## src/inc/brw_pkg.sv

```systemverilog
package brw_pkg;

	// Boot strap decode results.
	localparam logic [1:0] SEQ_SEL_0 = 2'h0;
	localparam logic [1:0] SEQ_SEL_1 = 2'h1;
	localparam logic [1:0] SEQ_SEL_2 = 2'h2;

	// Register class reset values.
	localparam logic [6:0] VOLTAGE_SELECT_FIELD_RST = 7'h00;
	localparam logic [7:0] POR_FLAGS_RST = 8'h00;
	localparam logic [7:0] HW_REG_RST = 8'h00;
	localparam logic [7:0] SWO_CTRL_RST = 8'h00;

	// Watchdog tick taken from the 32 kHz domain, expressed in system clocks.
	localparam int WDT_TICK_NS = 31250;
	localparam int SYS_CLK_NS = 40;
	localparam int WDT_TICK_CYC = WDT_TICK_NS / SYS_CLK_NS;
	localparam logic [7:0] WDT_N_RST = 8'h00;

	// Device power states.
	typedef enum logic [2:0] {
		BRW_NOSUPPLY = 3'b000,
		BRW_BACKUP = 3'b001,
		BRW_OFF = 3'b010,
		BRW_ACTIVE = 3'b011,
		BRW_SLEEP = 3'b100
	} brw_pstate_t;

	// Sequence being run.
	typedef enum logic [1:0] {
		BRW_SEQ_NONE = 2'b00,
		BRW_SEQ_OFF_TO_ACTIVE_SEQUENCE = 2'b01,
		BRW_SEQ_ACTIVE_TO_OFF_SEQUENCE = 2'b10,
		BRW_SEQ_SLEEP_TO_OFF_SEQUENCE = 2'b11
	} brw_seq_t;

	function automatic logic [1:0] brw_seq_sel(input logic cfg_strap, input logic sel_strap);
		brw_seq_sel = cfg_strap ? SEQ_SEL_2 : (sel_strap ? SEQ_SEL_1 : SEQ_SEL_0);
	endfunction : brw_seq_sel

endpackage : brw_pkg

```

## src/verilog/brw_ctrl.sv

```systemverilog
// Contract
// - Boot straps decode to config set and sequence selector 0, 1 or 2.
// - Voltage and forced-voltage fields load from one shared stored value.
// - Strap levels act as branch conditions while a sequence runs.
// - Statically initialised registers are writable by sequence and host.
// - Sequence-written settings become host-writable once the sequence finishes.
// - Power-on reset on no-supply to backup clears all register classes.
// - OFF request with hardware reset runs active- or sleep-to-off sequence.
// - Hardware reset clears hardware and switch-off classes, keeps power-on class.
// - OFF request without hardware reset clears only switch-off class.
// - Thermal, short, good-mask and switch-off cause flags are power-on class.
// - Voltage, mode, clock, enables, watchdog, monitor are switch-off class.
// - Warm reset runs off-to-active from ACTIVE or SLEEP, ends ACTIVE.
// - Warm reset keeps resources outside the sequence, activates those inside.
// - Per resource select bit chooses reload or keep of voltage on warm reset.
// - Reset-in gates power-on requests and triggers cold reset or shutdown.
// - Periodic mode raises interrupt when counter equals 1.
// - Periodic mode shuts down at N if that interrupt stays uncleared.
// - Clearing does not reset counter; it rolls to 0 after N.
// - Counter held at 0 while reset-out low, counts once released.
// - Interrupt mode: any interrupt source restarts the counter.
// - Interrupt mode: host clears sources before N or device shuts down.
// - Watchdog disabled out of reset until enabled.
`timescale 1ns/100ps
module brw_ctrl import brw_pkg::*; (
	input wire logic i_sys_clk,
	input wire logic i_arst_n,
	input wire logic i_supply_ok,
	input wire logic i_config_set_strap,
	input wire logic i_sequence_select_strap,
	input wire logic [6:0] i_voltage_select_field_set0,
	input wire logic [6:0] i_voltage_select_field_set1,
	input wire logic i_off_req,
	input wire logic i_off_req_hw_reset,
	input wire logic i_on_req,
	input wire logic i_sleep_req,
	input wire logic i_wake_req,
	input wire logic i_warm_reset_pin_n,
	input wire logic i_reset_in,
	input wire logic i_reset_in_cold,
	input wire logic i_seq_done,
	input wire logic i_seq_wr,
	input wire logic i_host_wr,
	input wire logic i_wr_forced,
	input wire logic [6:0] i_wr_voltage,
	input wire logic i_warm_reload_sel,
	input wire logic i_wdt_wr,
	input wire logic i_wdt_enable,
	input wire logic i_wdt_periodic,
	input wire logic [7:0] i_wdt_period,
	input wire logic i_wdt_irq_clear,
	input wire logic i_irq_sources,
	input wire logic [7:0] i_por_flags_set,
	input wire logic i_por_flags_clear,
	output logic [1:0] o_seq_selector,
	output logic o_config_set,
	output logic o_branch_cfg,
	output logic o_branch_sel,
	output logic [2:0] o_power_state,
	output logic [1:0] o_seq_running,
	output logic [6:0] o_switcher_voltage_reg,
	output logic [6:0] o_switcher_forced_voltage_reg,
	output logic o_reset_out,
	output logic o_wdt_irq,
	output logic o_wdt_shutdown,
	output logic [7:0] o_por_flags,
	output logic o_host_wr_ok,
	output logic o_clear_hw_class,
	output logic o_clear_swo_class
);

	// ****************************************
	// State
	// ****************************************
	// All state lives in one packed struct that is registered in one place.
	typedef struct packed {
		brw_pstate_t pst;
		brw_seq_t seq;
		logic seq_hw;
		logic cfg;
		logic [1:0] sel;
		logic [6:0] volt;
		logic [6:0] fvolt;
		logic rst_out;
		logic wen;
		logic wper;
		logic [7:0] wn;
		logic [7:0] wcnt;
		logic [15:0] tick;
		logic wirq;
		logic irq_run;
		logic wshut;
		logic [7:0] por_flags;
		logic clr_hw;
		logic clr_swo;
	} brw_state_t;

	brw_state_t st;
	brw_state_t next_st;

	// ****************************************
	// Helpers
	// ****************************************
	// Both voltage fields reload from the one stored value of the selected set, except on warm reset, which reloads only the voltage field.
	function automatic logic [6:0] stored_volt(input logic cfg,
		input logic [6:0] s0, input logic [6:0] s1);
		stored_volt = cfg ? s1 : s0;
	endfunction : stored_volt

	// ****************************************
	// Watchdog tick and off events
	// ****************************************
	// The tick divider only runs with the watchdog, so counting starts on a whole tick; interrupt-mode restarts do not realign it.
	logic tick_hit;
	logic off_evt;
	logic wdt_run;
	assign tick_hit = (st.tick == 16'(WDT_TICK_CYC - 1));
	// Counter and divider stay cleared while reset-out is low or the watchdog is off.
	assign wdt_run = st.wen && st.rst_out;
	// Reset-in forces a switch-off event, gating any on request.
	assign off_evt = i_off_req || i_reset_in || st.wshut;

	// ****************************************
	// Next state
	// ****************************************
	always_comb begin
		next_st = st;
		// Class clear outputs are single-cycle pulses.
		next_st.clr_hw = 1'b0;
		next_st.clr_swo = 1'b0;
		// A flag set in the same cycle as a clear wins.
		next_st.por_flags = (st.por_flags & ~{8{i_por_flags_clear}}) | i_por_flags_set;
		unique case (st.pst)
			BRW_NOSUPPLY: begin
				if (i_supply_ok) begin
					next_st.pst = BRW_BACKUP;
					next_st.cfg = i_config_set_strap;
					next_st.sel = brw_seq_sel(i_config_set_strap, i_sequence_select_strap);
					next_st.volt = stored_volt(i_config_set_strap, i_voltage_select_field_set0,
						i_voltage_select_field_set1);
					next_st.fvolt = next_st.volt;
				end
			end
			BRW_BACKUP: begin
				// Supply thresholds are outside this block, so backup moves on at the next edge.
				next_st.pst = BRW_OFF;
			end
			BRW_OFF: begin
				// Reset-in gates the power-on request.
				if (st.seq == BRW_SEQ_NONE && i_on_req && !i_reset_in) begin
					next_st.seq = BRW_SEQ_OFF_TO_ACTIVE_SEQUENCE;
				end
			end
			BRW_ACTIVE: begin
				if (st.seq == BRW_SEQ_NONE && i_sleep_req) begin
					next_st.pst = BRW_SLEEP;
				end
			end
			BRW_SLEEP: begin
				if (st.seq == BRW_SEQ_NONE && i_wake_req) begin
					next_st.pst = BRW_ACTIVE;
				end
			end
			default: begin
				next_st.pst = BRW_NOSUPPLY;
			end
		endcase
		// An off event outranks a warm reset that arrives in the same cycle.
		if ((st.pst == BRW_ACTIVE || st.pst == BRW_SLEEP) && st.seq == BRW_SEQ_NONE) begin
			if (off_evt) begin
				next_st.seq = (st.pst == BRW_ACTIVE) ? BRW_SEQ_ACTIVE_TO_OFF_SEQUENCE : BRW_SEQ_SLEEP_TO_OFF_SEQUENCE;
				next_st.seq_hw = i_reset_in ? i_reset_in_cold : i_off_req_hw_reset;
				next_st.rst_out = 1'b0;
			end else if (!i_warm_reset_pin_n) begin
				next_st.seq = BRW_SEQ_OFF_TO_ACTIVE_SEQUENCE;
				next_st.rst_out = 1'b0;
				if (i_warm_reload_sel) begin
					next_st.volt = stored_volt(st.cfg, i_voltage_select_field_set0,
						i_voltage_select_field_set1);
				end
			end
		end
		// While a sequence runs only it may write the voltage fields; host writes are dropped.
		if (st.seq != BRW_SEQ_NONE) begin
			if (i_seq_wr) begin
				if (i_wr_forced) next_st.fvolt = i_wr_voltage;
				else next_st.volt = i_wr_voltage;
			end
			if (i_seq_done) begin
				next_st.seq = BRW_SEQ_NONE;
				if (st.seq == BRW_SEQ_OFF_TO_ACTIVE_SEQUENCE) begin
					next_st.pst = BRW_ACTIVE;
					// Reset-out is released only once the power-up sequence has finished.
					next_st.rst_out = 1'b1;
				end else begin
					next_st.pst = BRW_OFF;
					// The switch-off class returns to its load values; power-on flags are kept.
					next_st.clr_swo = 1'b1;
					next_st.clr_hw = st.seq_hw;
					next_st.volt = stored_volt(st.cfg, i_voltage_select_field_set0,
						i_voltage_select_field_set1);
					next_st.fvolt = next_st.volt;
					next_st.wen = 1'b0;
					next_st.wper = 1'b0;
					next_st.wn = WDT_N_RST;
					next_st.wshut = 1'b0;
				end
			end
		end else if (i_host_wr) begin
			if (i_wr_forced) next_st.fvolt = i_wr_voltage;
			else next_st.volt = i_wr_voltage;
		end
		if (i_wdt_wr) begin
			next_st.wen = i_wdt_enable;
			next_st.wper = i_wdt_periodic;
			next_st.wn = i_wdt_period;
		end
		// Watchdog: periodic mode counts whole periods, interrupt mode counts while sources stand.
		next_st.tick = (!wdt_run || tick_hit) ? 16'h0000 : st.tick + 16'h0001;
		if (!wdt_run) begin
			next_st.wcnt = 8'h00;
			next_st.wirq = 1'b0;
			next_st.irq_run = 1'b0;
		end else if (st.wper) begin
			// The interrupt rises as the counter steps from 0 to 1.
			if (i_wdt_irq_clear) next_st.wirq = 1'b0;
			if (tick_hit) begin
				if (st.wcnt >= st.wn) begin
					next_st.wcnt = 8'h00;
					if (st.wirq) next_st.wshut = 1'b1;
				end else begin
					next_st.wcnt = st.wcnt + 8'h01;
					if (st.wcnt == 8'h00) next_st.wirq = 1'b1;
				end
			end
		end else begin
			// A fresh source edge restarts the count; dropping all sources discards it.
			next_st.wirq = i_irq_sources;
			if (i_irq_sources && !st.wirq) begin
				next_st.wcnt = 8'h00;
				next_st.irq_run = 1'b1;
			end else if (!i_irq_sources) begin
				next_st.irq_run = 1'b0;
				next_st.wcnt = 8'h00;
			end else if (tick_hit && st.irq_run) begin
				if (st.wcnt + 8'h01 >= st.wn) next_st.wshut = 1'b1;
				else next_st.wcnt = st.wcnt + 8'h01;
			end
		end
	end

	// ****************************************
	// Registers
	// ****************************************
	always_ff @(posedge i_sys_clk or negedge i_arst_n) begin
		if (!i_arst_n) begin
			st.pst <= BRW_NOSUPPLY;
			st.seq <= BRW_SEQ_NONE;
			st.seq_hw <= 1'b0;
			st.cfg <= 1'b0;
			st.sel <= SEQ_SEL_0;
			st.volt <= VOLTAGE_SELECT_FIELD_RST;
			st.fvolt <= VOLTAGE_SELECT_FIELD_RST;
			st.rst_out <= 1'b0;
			st.wen <= 1'b0;
			st.wper <= 1'b0;
			st.wn <= WDT_N_RST;
			st.wcnt <= 8'h00;
			st.tick <= 16'h0000;
			st.wirq <= 1'b0;
			st.irq_run <= 1'b0;
			st.wshut <= 1'b0;
			st.por_flags <= POR_FLAGS_RST;
			// Both class clears stand during power-on reset so every register class starts clean.
			st.clr_hw <= 1'b1;
			st.clr_swo <= 1'b1;
		end else begin
			st <= next_st;
		end
	end

	// ****************************************
	// Outputs
	// ****************************************
	assign o_seq_selector = st.sel;
	assign o_config_set = st.cfg;
	// Branch conditions read the live strap pins, not the latched copy.
	assign o_branch_cfg = i_config_set_strap;
	assign o_branch_sel = i_sequence_select_strap;
	assign o_power_state = st.pst;
	assign o_seq_running = st.seq;
	assign o_switcher_voltage_reg = st.volt;
	assign o_switcher_forced_voltage_reg = st.fvolt;
	assign o_reset_out = st.rst_out;
	assign o_wdt_irq = st.wirq;
	assign o_wdt_shutdown = st.wshut;
	assign o_por_flags = st.por_flags;
	assign o_host_wr_ok = (st.seq == BRW_SEQ_NONE);
	assign o_clear_hw_class = st.clr_hw;
	assign o_clear_swo_class = st.clr_swo;

endmodule : brw_ctrl

```

## config.mk

```make
export PLATFORM = sky130hd
export DESIGN_NAME = brw_ctrl
export DESIGN_NICKNAME = d
export VERILOG_FILES = /design/src/inc/brw_pkg.sv /design/src/verilog/brw_ctrl.sv
export SDC_FILE = /design/constraint.sdc
export NUM_CORES = 1
export LEC_CHECK = 0
export BUFFER_PORTS_ARGS = -buffer_cell sky130_fd_sc_hd__clkbuf_2
export CORE_UTILIZATION = 45
export DETAILED_ROUTE_END_ITERATION = 6
export HOLD_SLACK_MARGIN = 0.02
export PLACE_DENSITY = 0.79
export SYNTH_ARGS = -nofsm -noshare
export SYNTH_HDL_FRONTEND = slang
export SYNTH_SLANG_ARGS = --single-unit
```

## constraint.sdc

```tcl
create_clock -name i_sys_clk -period 6.9 [get_ports i_sys_clk]
set_input_delay 0.69 -clock i_sys_clk [delete_from_list [all_inputs] [get_ports i_sys_clk]]
set_output_delay 0.69 -clock i_sys_clk [all_outputs]
set_load 0.02 [all_outputs]
```

==> impl_results.html, run 1 <==
<table>
<tr><th>Metric</th><th>Value</th></tr>
<tr><th colspan="2">Setup path</th></tr>
<tr><td>Number of cells on the worst reg-to-reg path</td><td>11</td></tr>
<tr><td>Worst Path Required</td><td>just over 7 ns</td></tr>
<tr><td>WS Path Type</td><td>flop to flop</td></tr>
<tr><td>Timing endpoint of the critical path</td><td>st[34]</td></tr>
<tr><td>Peak per-stage delay on the critical path</td><td>0.48 ns</td></tr>
<tr><td>Cell at the slowest stage of the critical path</td><td>dfrtp_1</td></tr>
<tr><td>Levels on crit path</td><td>11</td></tr>
<tr><td>Critical-path cell list</td><td>nand3_1, or2_2, nor2_1, xor2_1, ha_1, a21oi_1, o21ai_0, a41oi_2, a31oi_2, and2_4, a211o_1</td></tr>
<tr><td>Kind of start point of the critical path</td><td>flop</td></tr>
<tr><td>Worst path top cell family by delay</td><td>compound AO/OA/AOI/OAI gates</td></tr>
<tr><td>Worst reg2reg startpoint</td><td>st[31]</td></tr>
<tr><td>Data arrival time at the worst-slack endpoint</td><td>roughly 3.2 ns</td></tr>
<tr><td>Origin of the worst setup path</td><td>st[31]</td></tr>
<tr><td>Critical path buffer and inverter count</td><td>0</td></tr>
<tr><td>Critical Path Sink Type</td><td>flop</td></tr>
<tr><td>Peak fanout along the critical path</td><td>13</td></tr>
<tr><td>Reg-to-reg critical path endpoint</td><td>st[34]</td></tr>
<tr><td>Minimum setup slack among reg-to-reg paths</td><td>between 3 and 4 ns</td></tr>
<tr><th colspan="2">Power and ir drop</th></tr>
<tr><td>Cell-internal power</td><td>between 0.9 and 1 mW</td></tr>
<tr><td>Sw Share</td><td>0.4225</td></tr>
<tr><td>VDD IR-drop max</td><td>~0.18 mV</td></tr>
<tr><td>Pwr Density</td><td>about 310 nW/µm²</td></tr>
<tr><td>Fraction of power consumed by sequential logic</td><td>0.369</td></tr>
<tr><td>Part of the total power dissipated in the clock network</td><td>0.215</td></tr>
<tr><td>Switch Pwr</td><td>about 0.67 mW</td></tr>
<tr><td>Leakage power summed over all cells</td><td>between 2 and 2.5 nW</td></tr>
<tr><td>Part of the power in combinational logic</td><td>0.416</td></tr>
<tr><th colspan="2">Floorplanning</th></tr>
<tr><td>Overall die area</td><td>around 11000 µm²</td></tr>
<tr><td>Placement row count</td><td>36</td></tr>
<tr><td>Vert. Die Dim</td><td>between 100 and 150 µm</td></tr>
<tr><td>Chip Width</td><td>approximately 100 µm</td></tr>
<tr><td>Initial core utilization</td><td>0.4659</td></tr>
<tr><td>I/O pin total</td><td>about 100</td></tr>
<tr><td>Core outline area</td><td>about 9800 µm²</td></tr>
<tr><th colspan="2">Detailed routing</th></tr>
<tr><td>Via Count</td><td>3833</td></tr>
<tr><td>1st-iter DRT viols</td><td>approximately 160</td></tr>
<tr><td>Avg WL per Cell</td><td>around 15 µm</td></tr>
<tr><td>Vias per cell</td><td>5.484</td></tr>
<tr><td>DRC violations left</td><td>0</td></tr>
<tr><td>Post-route ant nets</td><td>0</td></tr>
<tr><td>Number of iterations in the first detailed-routing pass</td><td>5</td></tr>
<tr><td>Aggregate routed wire length</td><td>roughly 11000 µm</td></tr>
<tr><th colspan="2">Timing</th></tr>
<tr><td>Count of pins over their slew limit</td><td>0</td></tr>
<tr><td>Minimum clock period after layout</td><td>~3 ns</td></tr>
<tr><td>Relative slew margins</td><td>0.4130</td></tr>
<tr><td>Setup Viol. Count Final</td><td>0</td></tr>
<tr><td>Clock tree skew after final layout</td><td>between 0.007 and 0.008 ns</td></tr>
<tr><td>Post-route clock period utilization</td><td>0.4330</td></tr>
<tr><td>Slew at the pin closest to its max-slew limit</td><td>between 0.8 and 0.9 ns</td></tr>
<tr><td>Setup total negative slack</td><td>0 ns</td></tr>
<tr><td>Unrepaired setup endpoints after global routing</td><td>no</td></tr>
<tr><td>Maximum operating frequency</td><td>roughly 0.33 GHz</td></tr>
<tr><td>Final Hold Violating Endpoints</td><td>0</td></tr>
<tr><th colspan="2">Clock network</th></tr>
<tr><td>Root Driver</td><td>clkbuf_8</td></tr>
<tr><td>Post-CTS setup repair buffer count</td><td>0</td></tr>
<tr><td>TritonCTS clock tree</td><td>built</td></tr>
<tr><td>Maximum level of the CTS H-tree</td><td>3</td></tr>
<tr><td>Maximum clock path buffer count</td><td>2</td></tr>
<tr><td>Post-CTS Resized</td><td>0</td></tr>
<tr><td>Hold-fix buffers at CTS</td><td>0</td></tr>
<tr><td>Clock-pin slew on the worst setup and hold paths</td><td>approximately 0.080 ns</td></tr>
<tr><td>CTS Buf Count</td><td>9</td></tr>
<tr><td>Clk sinks</td><td>70</td></tr>
<tr><td>Worst-Skew Late Latency</td><td>roughly 0.35 ns</td></tr>
<tr><th colspan="2">Placement</th></tr>
<tr><td>Detailed Place HPWL</td><td>7756 µm</td></tr>
<tr><td>Dpl cells</td><td>slightly below 700</td></tr>
<tr><td>Placer congestion estimate</td><td>around 0.9</td></tr>
<tr><td>Number of I/O port buffers</td><td>~100</td></tr>
<tr><th colspan="2">Final layout</th></tr>
<tr><td>Fraction of final layout cells sized beyond drive strength 1</td><td>0.2491</td></tr>
<tr><td>Sequential cell area in the final layout</td><td>between 1500 and 2000 µm²</td></tr>
<tr><td>Layout fillers</td><td>901</td></tr>
<tr><td>Fin util</td><td>0.5215</td></tr>
<tr><td>Number of standard cells in the final layout excluding fillers</td><td>between 600 and 700</td></tr>
<tr><td>Net total in the final layout</td><td>around 640</td></tr>
<tr><td>Area added between synthesis and finish</td><td>11.95%</td></tr>
<tr><td>Register ranked first by flip-flop count</td><td>st</td></tr>
<tr><td>Total area of multi-input combinational cells</td><td>approximately 2400 µm²</td></tr>
<tr><td>Antenna diode count</td><td>0</td></tr>
<tr><td>Flip-flop count of the largest register after layout</td><td>36</td></tr>
<tr><th colspan="2">Logic synthesis</th></tr>
<tr><td>Cell type contributing the most total cell area after synthesis</td><td>dfrtp_1</td></tr>
<tr><td>Number of flops mapped to enable cells by yosys</td><td>0</td></tr>
<tr><td>Number of instances in the synthesized netlist</td><td>around 510</td></tr>
<tr><td>Netlist Area Pre-Place</td><td>4574 µm²</td></tr>
<tr><td>Number of register bits inferred by synthesis</td><td>70</td></tr>
<tr><td>Top FF cell, synth</td><td>dfrtp_1</td></tr>
<tr><td>Net count after synthesis</td><td>between 500 and 600</td></tr>
<tr><td>Share of the yosys chip area belonging to registers</td><td>0.3835</td></tr>
<tr><td>Share of flip-flops with an asynchronous set or reset</td><td>1.000</td></tr>
<tr><td>Share of Yosys cell area claimed by the top area cell type</td><td>0.3720</td></tr>
<tr><td>Synth warn</td><td>0</td></tr>
<tr><td>Synth area leaders</td><td>dfrtp_1, mux2i_1, ha_1</td></tr>
<tr><td>Unique cell type count in the Yosys netlist</td><td>59</td></tr>
<tr><td>Synthesized area divided by synthesized cell count</td><td>9.058 µm²</td></tr>
<tr><th colspan="2">Min path</th></tr>
<tr><td>Startpoint of the lowest-slack hold path</td><td>o_por_flags[2]</td></tr>
<tr><td>Tightest Hold Check Type</td><td>flop to flop</td></tr>
<tr><td>Hold-critical path depth</td><td>1</td></tr>
<tr><th colspan="2">Global route</th></tr>
<tr><td>Number of antenna violations at the first check in global routing</td><td>0</td></tr>
<tr><td>Vias in the first global route</td><td>3539</td></tr>
<tr><td>Largest net degree at the start of global routing</td><td>71</td></tr>
<tr><td>Overall track demand over capacity in global routing</td><td>0.2004</td></tr>
<tr><td>Global-route congestion overflow total</td><td>0</td></tr>
<tr><td>Global-route wire length before repair</td><td>around 16000 µm</td></tr>
<tr><th colspan="2">Outcome</th></tr>
<tr><td>Run status</td><td>finished, final reports clean</td></tr>
<tr><th colspan="2">Flow run</th></tr>
<tr><td>Number of max-cap violations</td><td>0</td></tr>
</table>
-- worst min-delay path by stage --
stage                                end  slack, ns
after floorplan             o_config_set       0.39
after global placement    o_por_flags[6]       0.46
after detailed placement  o_por_flags[4]       0.47
after CTS                 o_por_flags[4]       0.49
after global routing      o_por_flags[6]       0.51
final                     o_por_flags[2]       0.49
-- worst register-to-register path: stages (launching register included) --
cell	delay (ns)
dfrtp_1	0.48
nand3_1	0.15
or2_2	0.36
nor2_1	0.13
xor2_1	0.21
ha_1	0.28
a21oi_1	0.12
o21ai_0	0.13
a41oi_2	0.21
a31oi_2	0.26
and2_4	0.27
a211o_1	0.28
-- placed cells by master (no fill, tap or decap), types with 2 or more instances in the layout --
master     instances
a31o_1             2
nand2b_1           6
nand4_1            2
dfrtp_1           68
a211o_1            2
o21ai_0           32
o21a_1             2
clkbuf_2          97
nor3_1             5
mux2i_1           32
and2_1             5
nor2_1            48
nor4b_2            2
and3_1             6
xnor2_1            6
a21o_1            10
nand3_1           14
a21oi_1           16
o21ai_1            2
nor4b_1            2
or2_2              5
o31ai_1            9
xor2_1            13
inv_6              2
o22ai_1            8
nor4_1             2
o211ai_1           7
clkbuf_8           9
a211oi_1           9
and4b_1            2
o2111ai_1          2
ha_1              20
mux2_2             6
dfstp_2            2
nand3b_1           2
buf_4              2
clkinv_4           3
inv_1             21
nand2_1           59
-- layout make-up --
class                           count  area share
Clock buffer                        9     0.02419
Timing Repair Buffer              100     0.09871
Clock inverter                      7     0.01588
Tap cell                          133     0.03249
Inverter                           22     0.01613
Sequential cell                    70      0.3425
Multi-Input combinational cell    358      0.4701
-- cell families (layout without fill, tap and decap cells) --
group	count (synthesis)	in the layout	synth area share
flops	70	70	0.3835
fa+ha+maj	20	20	0.05470
compound gates	115	115	0.1723
mux	38	38	0.08479
xor+xnor	19	19	0.03638
buf+inv	77	138	0.09218
simple gates	166	166	0.1761
-- synth_stat cells (3+ instances only) --
master	number
a21o_1	10
nor3_1	5
nor2_1	48
o31ai_1	9
o21ai_0	32
buf_2	4
buf_4	32
dfrtp_1	68
nor4b_2	3
nand3_1	14
inv_1	21
a21oi_1	16
xor2_1	13
nand2_1	59
xnor2_1	6
a211oi_1	9
nand2b_1	6
mux2_2	6
o22ai_1	8
ha_1	20
clkbuf_1	16
mux2i_1	32
or2_2	5
o211ai_1	7
and3_1	6
and2_1	5
-- through the flow --
stage / setup slack [ns] / power (mW) / area, µm² / hold WS, ns
floorplan: 4.342 / 1.141 / 4574 / 0.3944
global placement: 4.002 / 1.223 / 4916 / 0.4586
detailed placement: 3.971 / 1.246 / 4916 / 0.4729
CTS: 3.941 / 1.595 / 5121 / 0.4914
global route: 3.728 / 1.695 / 5121 / 0.5099
finish: 3.912 / 1.591 / 5121 / 0.4874
-- power groups by stage --
stage               Sequential, mW  Clock (mW)  Combinational, mW
global placement             0.587           0              0.636
floorplan                    0.566           0              0.575
global route                 0.598       0.368              0.729
detailed placement           0.592           0              0.654
finish                       0.587       0.343              0.661
CTS                          0.584       0.351              0.659
-- routing by layer --
metal | GRT usage | part of all wire | up-vias
met5 | 0 | 0 | -
met4 | 0.07367 | 0.014 | 0
met3 | 0.03797 | 0.043 | 18
met2 | 0.3262 | 0.48 | 101
met1 | 0.2663 | 0.46 | 1856
li1 | - | - | 1858
No activity file was read; power rests on OpenSTA's default activity.
==> run 2: changes to the inputs <==
==> constraint.sdc (replaced) <==
create_clock -name i_sys_clk -period 2.9 [get_ports i_sys_clk]
set_input_delay 0.29 -clock i_sys_clk [delete_from_list [all_inputs] [get_ports i_sys_clk]]
set_output_delay 0.29 -clock i_sys_clk [all_outputs]
set_load 0.02 [all_outputs]
==> run 2 against run 1 <==
Fmax grew 10%. Non-clock buffer count rose by 6. Clock power grew to 2.5 times the previous value. Clock-buffer cell count unchanged. Cell area is 1.5% higher. First-iteration DRC count up 35%. Critical endpoint is now st[31]. Highest routed layer unchanged.
==> impl_results.html, run 2 (synthesis results as in run 1) <==
<table>
<tr><th>Metric</th><th>Value</th></tr>
<tr><th colspan="2">Outcome</th></tr>
<tr><td>Run status</td><td>finished, final reports clean</td></tr>
<tr><th colspan="2">Timing</th></tr>
<tr><td>Maximum operating frequency</td><td>0.3698 GHz (+10%)</td></tr>
<tr><td>Clock tree skew after final layout</td><td>0.007866 ns (+0.0007649 ns)</td></tr>
<tr><td>Setup WS post-layout</td><td>0.1960 ns (-3.716 ns)</td></tr>
<tr><td>Setup Viol. Count Final</td><td>0 (unchanged)</td></tr>
<tr><td>Setup total negative slack</td><td>0 ns (unchanged)</td></tr>
<tr><td>Post-route clock period utilization</td><td>0.9324 (+0.4994)</td></tr>
<tr><td>Count of pins over their slew limit</td><td>0 (unchanged)</td></tr>
<tr><td>Unrepaired setup endpoints after global routing</td><td>no</td></tr>
<tr><td>Relative slew margins</td><td>0.4473 (+0.03425)</td></tr>
<tr><td>Final Hold Violating Endpoints</td><td>0 (unchanged)</td></tr>
<tr><td>Minimum clock period after layout</td><td>2.704 ns (-0.2837 ns)</td></tr>
<tr><td>Slew at the pin closest to its max-slew limit</td><td>0.8291 ns (-0.05137 ns)</td></tr>
<tr><th colspan="2">Final layout</th></tr>
<tr><td>Fin util</td><td>0.5296 (+0.008028)</td></tr>
<tr><td>Area added between synthesis and finish</td><td>13.68%</td></tr>
<tr><td>Register ranked first by flip-flop count</td><td>st</td></tr>
<tr><td>Antenna diode count</td><td>0 (unchanged)</td></tr>
<tr><td>Commonest non-fill, non-tap cell in the layout</td><td>clkbuf_2</td></tr>
<tr><td>Leading cell types in the layout, fill and taps excluded</td><td>clkbuf_2, dfrtp_1, nand2_1</td></tr>
<tr><td>Fraction of final layout cells sized beyond drive strength 1</td><td>0.2640 (+0.01487)</td></tr>
<tr><td>Flip-flop count of the largest register after layout</td><td>36 (unchanged)</td></tr>
<tr><td>Net total in the final layout</td><td>648 (+0.93%)</td></tr>
<tr><th colspan="2">Power and ir drop</th></tr>
<tr><td>Leakage power summed over all cells</td><td>2.495 nW (+1.4%)</td></tr>
<tr><td>Pwr Density</td><td>739.3 nW/µm² (+140%)</td></tr>
<tr><td>Post-layout power</td><td>3.844 mW (+140%)</td></tr>
<tr><td>VDD IR-drop max</td><td>0.4120 mV (+130%)</td></tr>
<tr><th colspan="2">Clock network</th></tr>
<tr><td>Hold-fix buffers at CTS</td><td>0 (unchanged)</td></tr>
<tr><td>Maximum level of the CTS H-tree</td><td>3 (unchanged)</td></tr>
<tr><td>TritonCTS clock tree</td><td>built</td></tr>
<tr><td>Root Driver</td><td>clkbuf_8</td></tr>
<tr><td>Clock-pin slew on the worst setup and hold paths</td><td>0.08 ns (about the same)</td></tr>
<tr><td>CTS Buf Count</td><td>9 (unchanged)</td></tr>
<tr><td>Clk sinks</td><td>70 (unchanged)</td></tr>
<tr><td>Maximum clock path buffer count</td><td>2 (unchanged)</td></tr>
<tr><td>Worst-Skew Late Latency</td><td>0.35 ns (about the same)</td></tr>
<tr><th colspan="2">Floorplanning</th></tr>
<tr><td>I/O pin total</td><td>99 (unchanged)</td></tr>
<tr><td>Core outline area</td><td>9819 µm² (unchanged)</td></tr>
<tr><td>Placement row count</td><td>36 (unchanged)</td></tr>
<tr><td>Overall die area</td><td>10570 µm² (unchanged)</td></tr>
<tr><td>Vert. Die Dim</td><td>102.8 µm (unchanged)</td></tr>
<tr><td>Initial core utilization</td><td>0.4659 (unchanged)</td></tr>
<tr><td>Chip Width</td><td>102.8 µm (unchanged)</td></tr>
<tr><th colspan="2">Global route</th></tr>
<tr><td>Number of antenna violations at the first check in global routing</td><td>0 (unchanged)</td></tr>
<tr><td>Overall track demand over capacity in global routing</td><td>0.2008 (+0.0003773)</td></tr>
<tr><td>Vias in the first global route</td><td>3698 (+4.5%)</td></tr>
<tr><td>Largest net degree at the start of global routing</td><td>37 (-48%)</td></tr>
<tr><td>Global-route wire length before repair</td><td>16490 µm (+0.26%)</td></tr>
<tr><td>Global-route congestion overflow total</td><td>0 (unchanged)</td></tr>
<tr><th colspan="2">Setup path</th></tr>
<tr><td>Peak fanout along the critical path</td><td>11 (-2)</td></tr>
<tr><td>Worst reg2reg startpoint</td><td>st[30]</td></tr>
<tr><td>Critical Path Sink Type</td><td>flop</td></tr>
<tr><td>Kind of start point of the critical path</td><td>flop</td></tr>
<tr><td>WS Path Type</td><td>flop to flop</td></tr>
<tr><td>Data arrival time at the worst-slack endpoint</td><td>2.98 ns (-0.24 ns)</td></tr>
<tr><td>Reg-to-reg critical path endpoint</td><td>st[31]</td></tr>
<tr><td>Number of cells on the worst reg-to-reg path</td><td>11 (unchanged)</td></tr>
<tr><td>Worst Path Required</td><td>3.18 ns (-3.95 ns)</td></tr>
<tr><td>Minimum setup slack among reg-to-reg paths</td><td>0.20 ns (-3.72 ns)</td></tr>
<tr><th colspan="2">Placement</th></tr>
<tr><td>Number of I/O port buffers</td><td>98 (unchanged)</td></tr>
<tr><td>Placer congestion estimate</td><td>0.9094 (-0.57%)</td></tr>
<tr><td>Detailed Place HPWL</td><td>7995 µm (+3.1%)</td></tr>
<tr><td>Pre-CTS setup slack</td><td>0.09827 ns (-3.872 ns)</td></tr>
<tr><th colspan="2">Detailed routing</th></tr>
<tr><td>Aggregate routed wire length</td><td>10440 µm (-0.89%)</td></tr>
<tr><td>Avg WL per Cell</td><td>14.81 µm (-1.7%)</td></tr>
<tr><td>1st-iter DRT viols</td><td>221 (+35%)</td></tr>
<tr><td>Number of iterations in the first detailed-routing pass</td><td>4 (-1)</td></tr>
<tr><td>Vias per cell</td><td>5.566 (+1.5%)</td></tr>
<tr><td>DRC violations left</td><td>0 (unchanged)</td></tr>
<tr><td>Via Count</td><td>3924 (+2.4%)</td></tr>
<tr><td>Post-route ant nets</td><td>0 (unchanged)</td></tr>
<tr><th colspan="2">Min path</th></tr>
<tr><td>Tightest Hold Check Type</td><td>primary input to async pin</td></tr>
<tr><th colspan="2">Flow run</th></tr>
<tr><td>Number of max-cap violations</td><td>0 (unchanged)</td></tr>
</table>
==> run 2: changes by cell type in the layout (fill, tap and decap cells not counted), sizes merged <==
cell / previous run / this run
bufinv: 1 / 2
clkinvlp: 1 / 2
inv: 23 / 22
clkinv: 4 / 3
buf: 3 / 9
==> run 2: area by class of cell <==
cell class | count | area [µm²]
tap | 133 | 166.4
sequential | 70 | 1757
timing repair buffer | 106 | 550.5
clock buffer | 9 | 123.9
inverter | 22 | 82.58
clock inverter | 7 | 97.59
multi-input combinational | 358 | 2422
fill | 912 | 4619
==> run 2: through the flow <==
stage | instances | hold WS [ns] | cell area, µm²
2_1_floorplan | 505 | -0.005591 | 4574
3_3_place_gp | 686 | 0.4431 | 4938
3_5_place_dp | 686 | 0.4338 | 4938
4_1_cts | 702 | 0.05028 | 5160
5_1_grt | 705 | 0.08117 | 5200
6_report | 705 | 0.03259 | 5200
==> run 2: power breakdown <==
group / leakage, nW / total (mW) / internal, mW / switching [mW]
logic: 1.52 / 1.58 / 0.603 / 0.979
clock network: 0.106 / 0.869 / 0.486 / 0.383
registers: 0.874 / 1.39 / 1.19 / 0.207
==> run 2: how the worst max path moves through the flow <==
stage          startpoint  endpoint  slack [ns]  cells after the start
6_report           st[30]    st[31]        0.20                     11
5_1_grt            st[29]    st[34]        0.04                     12
4_1_cts            st[29]    st[31]        0.08                     12
3_5_place_dp       st[29]    st[31]         0.1                     12
3_3_place_gp       st[29]    st[31]        0.21                     12
2_1_floorplan      st[31]    st[34]        0.34                     11
==> run 2: routing by layer <==
layer	up-vias	GRT usage	routed length, µm	share of wire
met5	-	0	0	0
met4	0	0.08234	183	0.018
met3	20	0.04136	497	0.048
met2	121	0.3385	5136	0.49
met1	1905	0.2513	4627	0.44
li1	1878	-	-	-
==> run 2: critical path: stages, from the launching register on <==
cell       delay [ns]
dfrtp_2          0.42
buf_4            0.14
ha_1             0.22
xor2_1           0.16
ha_1             0.29
a211o_1          0.26
a31o_1           0.20
a41oi_2          0.25
a31oi_2          0.14
buf_4            0.19
nor4b_2          0.21
o2bb2ai_1        0.13
==> run 2: repair_timing <==
item                       4_1_cts  5_1_grt
setup endpoints to repair        0        5
gates resized for setup          0        5
setup buffers                    0        3
==> run 3: changes to the inputs <==
==> constraint.sdc (replaced) <==
create_clock -name i_sys_clk -period 3.4 [get_ports i_sys_clk]
set_input_delay 0.34 -clock i_sys_clk [delete_from_list [all_inputs] [get_ports i_sys_clk]]
set_output_delay 0.34 -clock i_sys_clk [all_outputs]
set_load 0.02 [all_outputs]
==> run 3 against run 2 <==
Clock power is 3.8% lower. Clock-buffer cell count increased by 4. Critical path type unchanged. Flip-flop and latch count stayed put. Worst hold slack worse by 0.012 ns. Largest power group unchanged.
==> impl_results.html, run 3 (synthesis results as in run 1) <==
<table>
<tr><th>Metric</th><th>Value</th></tr>
<tr><th colspan="2">Min path</th></tr>
<tr><td>Tightest Hold Check Type</td><td>primary input to async pin</td></tr>
<tr><th colspan="2">Setup path</th></tr>
<tr><td>WS Path Type</td><td>flop to flop</td></tr>
<tr><td>Number of cells on the worst reg-to-reg path</td><td>11 (unchanged)</td></tr>
<tr><td>Critical Path Sink Type</td><td>flop</td></tr>
<tr><td>Reg-to-reg critical path endpoint</td><td>st[34]</td></tr>
<tr><td>Data arrival time at the worst-slack endpoint</td><td>3.21 ns (+0.23 ns)</td></tr>
<tr><td>Peak fanout along the critical path</td><td>13 (+2)</td></tr>
<tr><td>Worst reg2reg startpoint</td><td>st[31]</td></tr>
<tr><td>Minimum setup slack among reg-to-reg paths</td><td>0.40 ns (+0.20 ns)</td></tr>
<tr><td>Worst Path Required</td><td>3.61 ns (+0.43 ns)</td></tr>
<tr><td>Kind of start point of the critical path</td><td>flop</td></tr>
<tr><th colspan="2">Power and ir drop</th></tr>
<tr><td>Switch Pwr</td><td>1.318 mW (-16%)</td></tr>
<tr><td>Fraction of power consumed by sequential logic</td><td>0.352 (-0.010)</td></tr>
<tr><td>Part of the power in combinational logic</td><td>0.400 (-0.012)</td></tr>
<tr><td>Leakage power summed over all cells</td><td>2.488 nW (-0.28%)</td></tr>
<tr><td>Cell-internal power</td><td>2.049 mW (-10%)</td></tr>
<tr><td>Part of the total power dissipated in the clock network</td><td>0.248 (+0.022)</td></tr>
<tr><td>Post-layout power</td><td>3.367 mW (-12%)</td></tr>
<tr><td>Pwr Density</td><td>650.9 nW/µm² (-12%)</td></tr>
<tr><td>VDD IR-drop max</td><td>0.3089 mV (-25%)</td></tr>
<tr><td>Sw Share</td><td>0.3915 (-0.01663)</td></tr>
<tr><th colspan="2">Placement</th></tr>
<tr><td>Pre-CTS setup slack</td><td>0.4266 ns (+0.3283 ns)</td></tr>
<tr><td>Number of I/O port buffers</td><td>98 (unchanged)</td></tr>
<tr><td>Placer congestion estimate</td><td>0.8890 (-2.2%)</td></tr>
<tr><td>DP Area</td><td>4923 µm² (-0.30%)</td></tr>
<tr><td>Detailed Place HPWL</td><td>7991 µm (about the same)</td></tr>
<tr><th colspan="2">Timing</th></tr>
<tr><td>Final Hold Violating Endpoints</td><td>0 (unchanged)</td></tr>
<tr><td>Count of pins over their slew limit</td><td>0 (unchanged)</td></tr>
<tr><td>Clock tree skew after final layout</td><td>0.01240 ns (+0.004537 ns)</td></tr>
<tr><td>Relative slew margins</td><td>0.5689 (+0.1216)</td></tr>
<tr><td>Post-route clock period utilization</td><td>0.8822 (-0.05017)</td></tr>
<tr><td>Minimum clock period after layout</td><td>3.000 ns (+0.2956 ns)</td></tr>
<tr><td>Setup WS post-layout</td><td>0.4004 ns (+0.2044 ns)</td></tr>
<tr><td>Setup total negative slack</td><td>0 ns (unchanged)</td></tr>
<tr><td>Maximum operating frequency</td><td>0.3334 GHz (-9.9%)</td></tr>
<tr><td>Slew at the pin closest to its max-slew limit</td><td>0.6466 ns (-0.1824 ns)</td></tr>
<tr><td>Setup Viol. Count Final</td><td>0 (unchanged)</td></tr>
<tr><td>Unrepaired setup endpoints after global routing</td><td>no</td></tr>
<tr><td>Tightest hold margin</td><td>0.02021 ns (-0.01237 ns)</td></tr>
<tr><th colspan="2">Floorplanning</th></tr>
<tr><td>I/O pin total</td><td>99 (unchanged)</td></tr>
<tr><td>Placement row count</td><td>36 (unchanged)</td></tr>
<tr><td>Vert. Die Dim</td><td>102.8 µm (unchanged)</td></tr>
<tr><td>Overall die area</td><td>10570 µm² (unchanged)</td></tr>
<tr><td>Chip Width</td><td>102.8 µm (unchanged)</td></tr>
<tr><td>Core outline area</td><td>9819 µm² (unchanged)</td></tr>
<tr><td>Initial core utilization</td><td>0.4659 (unchanged)</td></tr>
<tr><th colspan="2">Clock network</th></tr>
<tr><td>Post-CTS Resized</td><td>0 (unchanged)</td></tr>
<tr><td>Hold-fix buffers at CTS</td><td>0 (unchanged)</td></tr>
<tr><td>Clk sinks</td><td>70 (unchanged)</td></tr>
<tr><td>TritonCTS clock tree</td><td>built</td></tr>
<tr><td>Clock-pin slew on the worst setup and hold paths</td><td>0.08 ns (about the same)</td></tr>
<tr><td>Post-CTS setup repair buffer count</td><td>0 (unchanged)</td></tr>
<tr><td>Worst-Skew Late Latency</td><td>0.33 ns (-0.02 ns)</td></tr>
<tr><td>Maximum level of the CTS H-tree</td><td>3 (unchanged)</td></tr>
<tr><td>Root Driver</td><td>clkbuf_8</td></tr>
<tr><td>CTS Buf Count</td><td>9 (unchanged)</td></tr>
<tr><td>Maximum clock path buffer count</td><td>2 (unchanged)</td></tr>
<tr><th colspan="2">Detailed routing</th></tr>
<tr><td>Aggregate routed wire length</td><td>10670 µm (+2.2%)</td></tr>
<tr><td>Post-route ant nets</td><td>0 (unchanged)</td></tr>
<tr><td>Avg WL per Cell</td><td>15.24 µm (+2.9%)</td></tr>
<tr><td>Number of iterations in the first detailed-routing pass</td><td>4 (unchanged)</td></tr>
<tr><td>1st-iter DRT viols</td><td>217 (-1.8%)</td></tr>
<tr><td>Via Count</td><td>3831 (-2.4%)</td></tr>
<tr><td>Vias per cell</td><td>5.473 (-1.7%)</td></tr>
<tr><td>DRC violations left</td><td>0 (unchanged)</td></tr>
<tr><th colspan="2">Final layout</th></tr>
<tr><td>Antenna diode count</td><td>0 (unchanged)</td></tr>
<tr><td>Area added between synthesis and finish</td><td>13.07%</td></tr>
<tr><td>Register ranked first by flip-flop count</td><td>st</td></tr>
<tr><td>Leading cell types in the layout, fill and taps excluded</td><td>clkbuf_2, dfrtp_1, nand2_1</td></tr>
<tr><td>Fraction of final layout cells sized beyond drive strength 1</td><td>0.2469 (-0.01707)</td></tr>
<tr><td>Post-route cell area</td><td>5172 µm² (-0.53%)</td></tr>
<tr><td>Layout fillers</td><td>880 (-3.5%)</td></tr>
<tr><td>Net total in the final layout</td><td>643 (-0.77%)</td></tr>
<tr><td>Commonest non-fill, non-tap cell in the layout</td><td>clkbuf_2</td></tr>
<tr><td>Flip-flop count of the largest register after layout</td><td>36 (unchanged)</td></tr>
<tr><th colspan="2">Global route</th></tr>
<tr><td>Global-route congestion overflow total</td><td>0 (unchanged)</td></tr>
<tr><td>Vias in the first global route</td><td>3637 (-1.6%)</td></tr>
<tr><td>Largest net degree at the start of global routing</td><td>33 (-11%)</td></tr>
<tr><td>Number of antenna violations at the first check in global routing</td><td>0 (unchanged)</td></tr>
<tr><td>Global-route wire length before repair</td><td>17020 µm (+3.2%)</td></tr>
<tr><td>Overall track demand over capacity in global routing</td><td>0.2062 (+0.005460)</td></tr>
<tr><th colspan="2">Flow run</th></tr>
<tr><td>Number of max-cap violations</td><td>0 (unchanged)</td></tr>
<tr><th colspan="2">Outcome</th></tr>
<tr><td>Run status</td><td>finished, final reports clean</td></tr>
</table>
[run 3: changes by cell type in the layout (fill, tap and decap cells not counted), sizes merged]
cell      change
clkinvlp      -2
bufinv        +1
clkinv        -2
inv           -1
buf           -5
clkbuf        +4
[run 3: layer usage]
metal  track usage  routed length [µm]  up-vias
met4       0.07151                 159        0
met5             0                   0        -
met1        0.2674                4806     1860
li1              -                   -     1862
met3       0.03458                 387       12
met2        0.3487                5317       97
[run 3: how the worst max path moves through the flow]
stage / start / end / slack, ns / depth (start not counted)
after floorplan: st[31] / st[34] / 0.84 / 11
after global placement: st[31] / st[34] / 0.52 / 11
after detailed placement: st[31] / st[34] / 0.43 / 11
after CTS: st[31] / st[34] / 0.40 / 11
after global routing: st[31] / st[34] / 0.17 / 11
final: st[31] / st[34] / 0.40 / 11
[run 3: power by group through the flow]
stage,Clock [mW],Combinational (mW),Sequential (mW)
after CTS,0.846,1.34,1.18
after global routing,0.883,1.49,1.21
final,0.836,1.35,1.19
after global placement,0,1.29,1.19
after detailed placement,0,1.34,1.20
after floorplan,0,1.17,1.15
[run 3: final cells by class]
| cell class | count | area, µm² | share of cell area |
|---|---|---|---|
| inverter | 22 | 82.58 | 0.01597 |
| multi-input combinational | 358 | 2407 | 0.4654 |
| clock inverter | 3 | 90.09 | 0.01742 |
| tap | 133 | 166.4 | 0.03217 |
| clock buffer | 13 | 158.9 | 0.03072 |
| sequential | 70 | 1754 | 0.3391 |
| timing repair buffer | 101 | 513.0 | 0.09918 |
[run 3: through the flow]
stage            util  std cells
3_3_place_gp   0.5014        684
6_report       0.5268        700
5_1_grt        0.5268        700
4_1_cts        0.5268        700
3_5_place_dp   0.5014        684
2_1_floorplan       -        505
[run 3: worst max-delay path, stage by stage (launching register included)]
cell,delay [ns]
dfrtp_1,0.47
nand3_1,0.15
or2_2,0.36
nor2_1,0.13
xor2_1,0.20
ha_1,0.27
a21oi_1,0.13
o21ai_0,0.13
a41oi_2,0.21
a31oi_2,0.27
and2_4,0.27
a211o_1,0.28
